### config.mk
export PLATFORM = sky130hd
export DESIGN_NAME = deuc_dual_up_counter
export DESIGN_NICKNAME = d
export VERILOG_FILES = /design/src/hw/deuc_pkg.sv /design/src/hw/deuc_dual_up_counter.sv
export VERILOG_INCLUDE_DIRS = /design/src /design/src/hw
export SDC_FILE = /design/constraint.sdc
export NUM_CORES = 1
export LEC_CHECK = 0
export BUFFER_PORTS_ARGS = -buffer_cell sky130_fd_sc_hd__buf_2
export CORE_UTILIZATION = 51
export CTS_BUF_LIST = sky130_fd_sc_hd__clkbuf_8 sky130_fd_sc_hd__clkbuf_16
export CTS_CLUSTER_DIAMETER = 50
export DETAILED_ROUTE_END_ITERATION = 8
export HOLD_SLACK_MARGIN = 0.03
export PLACE_DENSITY = 0.94
export SETUP_SLACK_MARGIN = 0.05
export SYNTH_ARGS = -nofsm -noshare
export SYNTH_HDL_FRONTEND = slang
export SYNTH_SLANG_ARGS = --single-unit
### constraint.sdc
create_clock -name clk -period 2.3 [get_ports clk]
set_input_delay 0.345 -clock clk [delete_from_list [all_inputs] [get_ports clk]]
set_output_delay 0.345 -clock clk [all_outputs]
set_load 0.1 [all_outputs]
### src/hw/deuc_defines.svh
/*
  Constants of the dual 16-bit up counter: process image bit positions,
  widths, reset values and the pulse-rate limits.
  Assumes the includer uses the macros by name and includes this file once.
*/
`ifndef DEUC_DEFINES_SVH
`define DEUC_DEFINES_SVH
`define DEUC_COUNT_WIDTH 16
`define DEUC_BYTE_WIDTH 8
`define DEUC_BIT_SET_ONE 5
`define DEUC_BIT_SET_TWO 4
`define DEUC_BIT_OUT_TWO 3
`define DEUC_BIT_OUT_ONE 2
`define DEUC_BIT_IN_TWO 1
`define DEUC_BIT_IN_ONE 0
`define DEUC_COUNT_RESET 16'h0000
`define DEUC_STATUS_RESET 8'h00
`define DEUC_MAX_RATE_HZ 5000
`define DEUC_MAX_RATE_DYN_HZ 2000
`define DEUC_CLK_HZ 40000000
`define DEUC_MIN_PERIOD_CYCLES (`DEUC_CLK_HZ / `DEUC_MAX_RATE_HZ)
`endif

### src/hw/deuc_pkg.sv
/*
  Types of the dual 16-bit up counter.
  Assumes the defines header is compiled alongside.
*/
`include "deuc_defines.svh"
package deuc_pkg;
  typedef logic [`DEUC_COUNT_WIDTH-1:0] deuc_count_type;
  typedef logic [`DEUC_BYTE_WIDTH-1:0] deuc_byte_type;
endpackage
### src/hw/deuc_dual_up_counter.sv
/*
  Two independent 16-bit rising-edge up counters with preset and hold,
  two directly driven binary outputs and channel indicators.
  Assumes the process image ports and field inputs are synchronous to clk
  and that the coupler refreshes the control byte and preset words as levels.
*/
`timescale 1ns/1ps
`default_nettype none
`include "deuc_defines.svh"
module deuc_dual_up_counter
  import deuc_pkg::*;
(
  // Clock and reset.
  input wire logic clk,
  input wire logic reset_n,
  // Process image from the coupler.
  input wire deuc_byte_type controlByte,
  input wire deuc_count_type presetWordOne,
  input wire deuc_count_type presetWordTwo,
  // Process image to the coupler.
  output deuc_byte_type statusByte,
  output deuc_count_type countWordOne,
  output deuc_count_type countWordTwo,
  // Field inputs; count_input_two sits on the former direction pin.
  input wire logic countInputOne,
  input wire logic countInputTwo,
  // Field outputs.
  output logic firstSwitchOutput,
  output logic secondSwitchOutput,
  // Indicators, bit 0 input one, 1 input two, 2 output one, 3 output two.
  output logic [3:0] channelLeds
);

  deuc_count_type countOne_reg;
  deuc_count_type countOne_next;
  deuc_count_type countTwo_reg;
  deuc_count_type countTwo_next;
  logic inOnePrev_reg;
  logic inOnePrev_next;
  logic inTwoPrev_reg;
  logic inTwoPrev_next;
  logic outOne_reg;
  logic outOne_next;
  logic outTwo_reg;
  logic outTwo_next;
  deuc_byte_type status_reg;
  deuc_byte_type status_next;
  logic [3:0] leds_reg;
  logic [3:0] leds_next;
  logic setOne;
  logic setTwo;

  // Inputs are far slower than clk, so one sample per edge is ample margin.
  function automatic logic risingEdge(input logic prev, input logic now);
    risingEdge = now && !prev;
  endfunction

  // Status and indicators show the same four levels, so both pack them here.
  function automatic logic [3:0] channelLevels(input logic outTwo, input logic outOne,
                                               input logic inTwo, input logic inOne);
    channelLevels = {outTwo, outOne, inTwo, inOne};
  endfunction

  // A set request wins over a coincident edge, so a held counter never drifts.
  function automatic deuc_count_type advance(input deuc_count_type value,
                                             input logic prev, input logic now,
                                             input logic setReq,
                                             input deuc_count_type preset);
    if (setReq) begin
      advance = preset;
    end else if (risingEdge(prev, now)) begin
      advance = value + 16'h0001;
    end else begin
      advance = value;
    end
  endfunction

  // The set bits are levels; a counter follows its preset word while one is high.
  always_comb begin
    setOne = controlByte[`DEUC_BIT_SET_ONE];
    setTwo = controlByte[`DEUC_BIT_SET_TWO];
  end

  always_comb begin
    inOnePrev_next = countInputOne;
  end

  // Cleared to the idle low level, so an input already high when reset is released counts as one edge.
  always_ff @(posedge clk or negedge reset_n) begin
    if (!reset_n) begin
      inOnePrev_reg <= 1'b0;
    end else begin
      inOnePrev_reg <= inOnePrev_next;
    end
  end

  always_comb begin
    inTwoPrev_next = countInputTwo;
  end

  always_ff @(posedge clk or negedge reset_n) begin
    if (!reset_n) begin
      inTwoPrev_reg <= 1'b0;
    end else begin
      inTwoPrev_reg <= inTwoPrev_next;
    end
  end

  always_comb begin
    countOne_next = advance(countOne_reg, inOnePrev_reg, countInputOne,
                            setOne, presetWordOne);
  end

  always_ff @(posedge clk or negedge reset_n) begin
    if (!reset_n) begin
      countOne_reg <= `DEUC_COUNT_RESET;
    end else begin
      countOne_reg <= countOne_next;
    end
  end

  always_comb begin
    countTwo_next = advance(countTwo_reg, inTwoPrev_reg, countInputTwo,
                            setTwo, presetWordTwo);
  end

  always_ff @(posedge clk or negedge reset_n) begin
    if (!reset_n) begin
      countTwo_reg <= `DEUC_COUNT_RESET;
    end else begin
      countTwo_reg <= countTwo_next;
    end
  end

  always_comb begin
    outOne_next = controlByte[`DEUC_BIT_OUT_ONE];
  end

  always_ff @(posedge clk or negedge reset_n) begin
    if (!reset_n) begin
      outOne_reg <= 1'b0;
    end else begin
      outOne_reg <= outOne_next;
    end
  end

  always_comb begin
    outTwo_next = controlByte[`DEUC_BIT_OUT_TWO];
  end

  always_ff @(posedge clk or negedge reset_n) begin
    if (!reset_n) begin
      outTwo_reg <= 1'b0;
    end else begin
      outTwo_reg <= outTwo_next;
    end
  end

  // Bits 7 and 6 stay at zero, since the control byte leaves them unused.
  always_comb begin
    status_next = `DEUC_STATUS_RESET;
    status_next[`DEUC_BIT_SET_ONE] = setOne;
    status_next[`DEUC_BIT_SET_TWO] = setTwo;
    status_next[`DEUC_BIT_OUT_TWO:`DEUC_BIT_IN_ONE] =
        channelLevels(outTwo_next, outOne_next, countInputTwo, countInputOne);
  end

  always_ff @(posedge clk or negedge reset_n) begin
    if (!reset_n) begin
      status_reg <= `DEUC_STATUS_RESET;
    end else begin
      status_reg <= status_next;
    end
  end

  always_comb begin
    leds_next = channelLevels(outTwo_next, outOne_next, countInputTwo, countInputOne);
  end

  always_ff @(posedge clk or negedge reset_n) begin
    if (!reset_n) begin
      leds_reg <= 4'h0;
    end else begin
      leds_reg <= leds_next;
    end
  end

  assign countWordOne = countOne_reg;
  assign countWordTwo = countTwo_reg;
  assign statusByte = status_reg;
  assign firstSwitchOutput = outOne_reg;
  assign secondSwitchOutput = outTwo_reg;
  assign channelLeds = leds_reg;

endmodule
`default_nettype wire

## After elaboration in Yosys (flattened, before gate mapping)

Cells that the tools add are included.

- Register bits after elaboration: 46
- Input bits: 44
- Output and inout bits: 46
- Logic and storage cells: 20

- Add/sub/neg operators: 2
- Multiplexer cells: 4
- Reduce and logical (&&, ||, !) cells: 6

Operators with widths:

| operator | number |
|---|---|
| $mux 16 | 4 |
| $add 16x1->16 const B | 2 |
| $reduce_bool 2->1 | 2 |
| $logic_and 1x1->1 | 2 |
| $logic_not 1->1 | 2 |

## Depth between registers and ports, before layout

- Depth after elaboration: 4
- Depth in mapped cells: 5
- Mapped depth without buffers: 5

## Worst setup path after synthesis

Ideal clock, no wire load.

- Path kind: register -> register
- Start: reg countTwo_reg[0], in the netlist countWordTwo[0]
- End: reg countTwo_reg[12], in the netlist countWordTwo[12]
- Setup time: 131 ps
- Data arrival time: 1922 ps
- Data required time: 2169 ps
- Path slack: 246 ps
- Cell stages (with the launch flop): 6
- Path buffers: 0
- Clock period less this slack: 2054 ps
- Cells stage by stage: dfrtp_1 > ha_1 > nand3b_1 > nor4_2 > xnor2_1 > o21ai_1

- Word-level cells in the longest chain between the ends: 3

RTL lines:

| what | line | RTL |
|---|---|---|
| from (decl) | deuc_dual_up_counter.sv:36 | `deuc_count_type countTwo_reg;` |
| from (signal assigned) | deuc_dual_up_counter.sv:129 | `` countTwo_reg <= `DEUC_COUNT_RESET; `` |
| from (signal assigned) | deuc_dual_up_counter.sv:131 | `countTwo_reg <= countTwo_next;` |
| $add 16x1->16 | deuc_dual_up_counter.sv:72 | `advance = value + 16'h0001;` |
| $mux 16 | deuc_dual_up_counter.sv:71 | `end else if (risingEdge(prev, now)) begin` |
| $mux 16 | deuc_dual_up_counter.sv:69 | `if (setReq) begin` |

Every way passes these cells. The select of a mux whose other input is x is not followed.
A chain may end at the register's enable or synchronous reset.

## Final worst setup path

Same ends and word-level chain as after synthesis.

==> summary.txt <==
Floorplan
  • Core footprint: 3800 um2
  • Effective utilization at floorplan: 55.4%
  • Row count: 22
  • Die Width: 66.2 um
  • Die area: 4390 um2
  • Die height: 66.2 um
  • IO Pins: 90

Timing
  • RSZ-0062 raised after global routing: false
  • Worst-Margin Slew: 0.818 ns
  • Setup_tns: 0 ns
  • Slew Limit Fails: 0
  • Final setup viols: 0
  • Clk_skew: 0.00472 ns
  • Tcrit/Tclk final: 70.1%
  • Post-route minimum period: 1.61 ns
  • Rel. slew slack: 45.5%
  • Peak Freq: 621 MHz
  • Final Hold Fails: 0
  • Hold Slack: 0.165 ns

Power
  • Psw: 953 uW
  • VDD IR max: 0.593 mV
  • Sw Ratio: 46.2%
  • Power Density: 802 nW/um2
  • Leakage power: 0.00115 uW
  • Cell internal pwr: 1110 uW
  • Clock share of power: 21.8%
  • Sequential group share of total power: 39.9%
  • Combinational Power Share: 38.3%

Status
  • Status: complete, no violations

Worst setup path
  • WP data required: 2.44 ns
  • Slowest Stage Delay on Critical Path: 0.44 ns
  • Cell Chain, Critical Path: ha_1, nand3b_1, nor4_2, xnor2_1, o21ai_1
  • Crit end category: flip-flop
  • Sum of buffers and inverters on the critical path: 0
  • CP Max Fanout: 5
  • Worst path top cell family by delay: simple AND/OR/NAND/NOR gates
  • Critical path's slowest cell: dfrtp_1
  • Worst EP arrival: 1.76 ns
  • Startpoint types: flip-flop
  • WS Path Type: flip-flop to flip-flop

Clock tree
  • Worst-path clk slew: 0.07 ns
  • Clock Tree Root: clkbuf_8
  • Postcts setup bufs: 0
  • Cts repair resizes: 0
  • Clk Latency, worst-skew pair: 0.28 ns
  • Maximum root-to-sink buffer count: 2
  • H-tree depth: 2
  • CTS tree: yes
  • CTS buffer count: 5
  • # clock sinks: 38
  • Hold buffer count at CTS: 0

Placement
  • Dpl cell area: 2480 um2
  • Final HPWL DP: 3.48 mm
  • Final GP Congestion: 0.817
  • I/O Buffers: 83

Global routing
  • Initial antenna violation count: 0
  • Total Routing Usage GR: 22.6%
  • Total gr overflow: 0
  • Vias in the first global route: 1,692
  • First-pass GRT wire length: 7.49 mm
  • Largest net degree at the start of global routing: 39

Cells and area
  • Layout area overhead: 22.1%
  • Layout cells sized above 1: 33.8%
  • Fill cells: 308
  • Final core occ: 67.7%
  • # diodes: 0
  • Most common cell after layout, fill and taps aside: buf_2
  • Post-layout net count: 341
  • Most frequent cells in the layout: 83 x buf_2, 38 x dfrtp_1, 37 x nand2_1
  • Finished Cell Area: 2570 um2

Yosys
  • Yosys warns: 0
  • Primary FF master, synth: dfrtp_1
  • Sequential-to-total area share from yosys stat: 45.2%
  • Post-synth ARST share: 100%
  • Synth area leaders: dfrtp_1 45%, xnor2_1 7.5%, nand2_1 6.6%, o21ai_0 4.0%, buf_4 3.6%
  • Number of flops mapped to enable cells by yosys: 0
  • Synth area leader: dfrtp_1
  • Mean Syn Cell Area: 9.48 um2
  • Synth unique cells: 36
  • Synth Instances: 222
  • Post-Syn Area: 2100 um2
  • Share of Yosys cell area claimed by the top area cell type: 45.2%
  • #FFs+latches synth: 38

Job
  • MaxCap Viol Count: 0

Drt
  • DRT iter0 DRCs: 156
  • Routed length per instance: 13.5 um
  • Drt via density: 5.41
  • DRT antenna net count: 0
  • DRT Pass-1 Iters: 4
  • Total number of vias: 1,861
  • Residual DRC: 0
  • Routed WL: 4.65 mm

Worst hold path
  • Min-delay worst type: input pin to asynchronous set/reset pin
-- power by group through the flow --
stage / clock network (uW) / logic (uW) / registers, uW
floorplan: 0 / 218 / 1260
global placement: 0 / 782 / 825
detailed placement: 0 / 792 / 832
CTS: 463 / 793 / 819
global route: 493 / 825 / 830
finish: 450 / 790 / 821
-- sequential cells by signal (all words and copies together), names as in the netlist --
signal and cells:
countWordTwo 16, statusByte 3, countWordOne 16, channelLeds 3
-- metal layers --
metal  GRT usage, %  share of wire (%)
met5              0                  0
met4           10.1                1.4
met3           4.83                5.0
met2           36.6                 50
met1           28.8                 44
-- path summary, 6_finish.rpt --
kind	startpoint	endpoint	slack [ns]	cells past startpoint
worst max-delay path	countWordTwo[0]	countWordTwo[12]	0.69	5
worst min-delay path	reset_n	countWordOne[1]	0.16	1
worst max register to register	countWordTwo[0]	countWordTwo[12]	0.69	5
worst min register to register	countWordTwo[11]	countWordTwo[11]	0.60	2
max in group asynchronous	reset_n	channelLeds[0]	1.62	1
min in group clk	controlByte[3]	statusByte[3]	0.17	1
-- cell usage after synthesis, drive strengths merged, types with 2 or more instances --
cell type  instances
nand4b             3
xnor2             18
nand3b             2
ha                 2
nand4              9
buf               10
nor4               7
nor2b              5
nor2               9
clkbuf             8
nand3              9
a22oi              2
mux2i              4
nand2             37
and4               2
inv                5
xor2               6
nor3              10
dfrtp             38
o21ai             26
a221o              2
-- through the flow --
step                total power [uW]  cells  worst slack, ns
finish                          2060    344            0.689
global route                    2150    344            0.607
CTS                             2080    344            0.693
detailed placement              1620    336            0.696
global placement                1610    336            0.752
floorplan                       1480    223            0.246
-- cell families after synthesis --
logic type / share of synthesized area [%]
buffers and inverters: 5.89
XOR/XNOR: 9.99
multiplexers: 1.90
AND/OR/NAND/NOR: 26.3
other: 0.178
flip-flops: 45.2
adder cells (fa/ha/maj): 1.19
AO/OA/AOI/OAI: 9.33
-- layout make-up --
class / count / area (um2) / area share (%)
multi-input cells: 162 / 1030 / 40.2
flip-flops and latches: 38 / 951 / 37.0
repair buffers: 83 / 415 / 16.2
clock buffers: 6 / 82.6 / 3.21
well taps: 48 / 60.1 / 2.34
inverters: 5 / 18.8 / 0.730
clock inverters: 2 / 8.76 / 0.341
No activity file was read; power rests on OpenSTA's default activity.
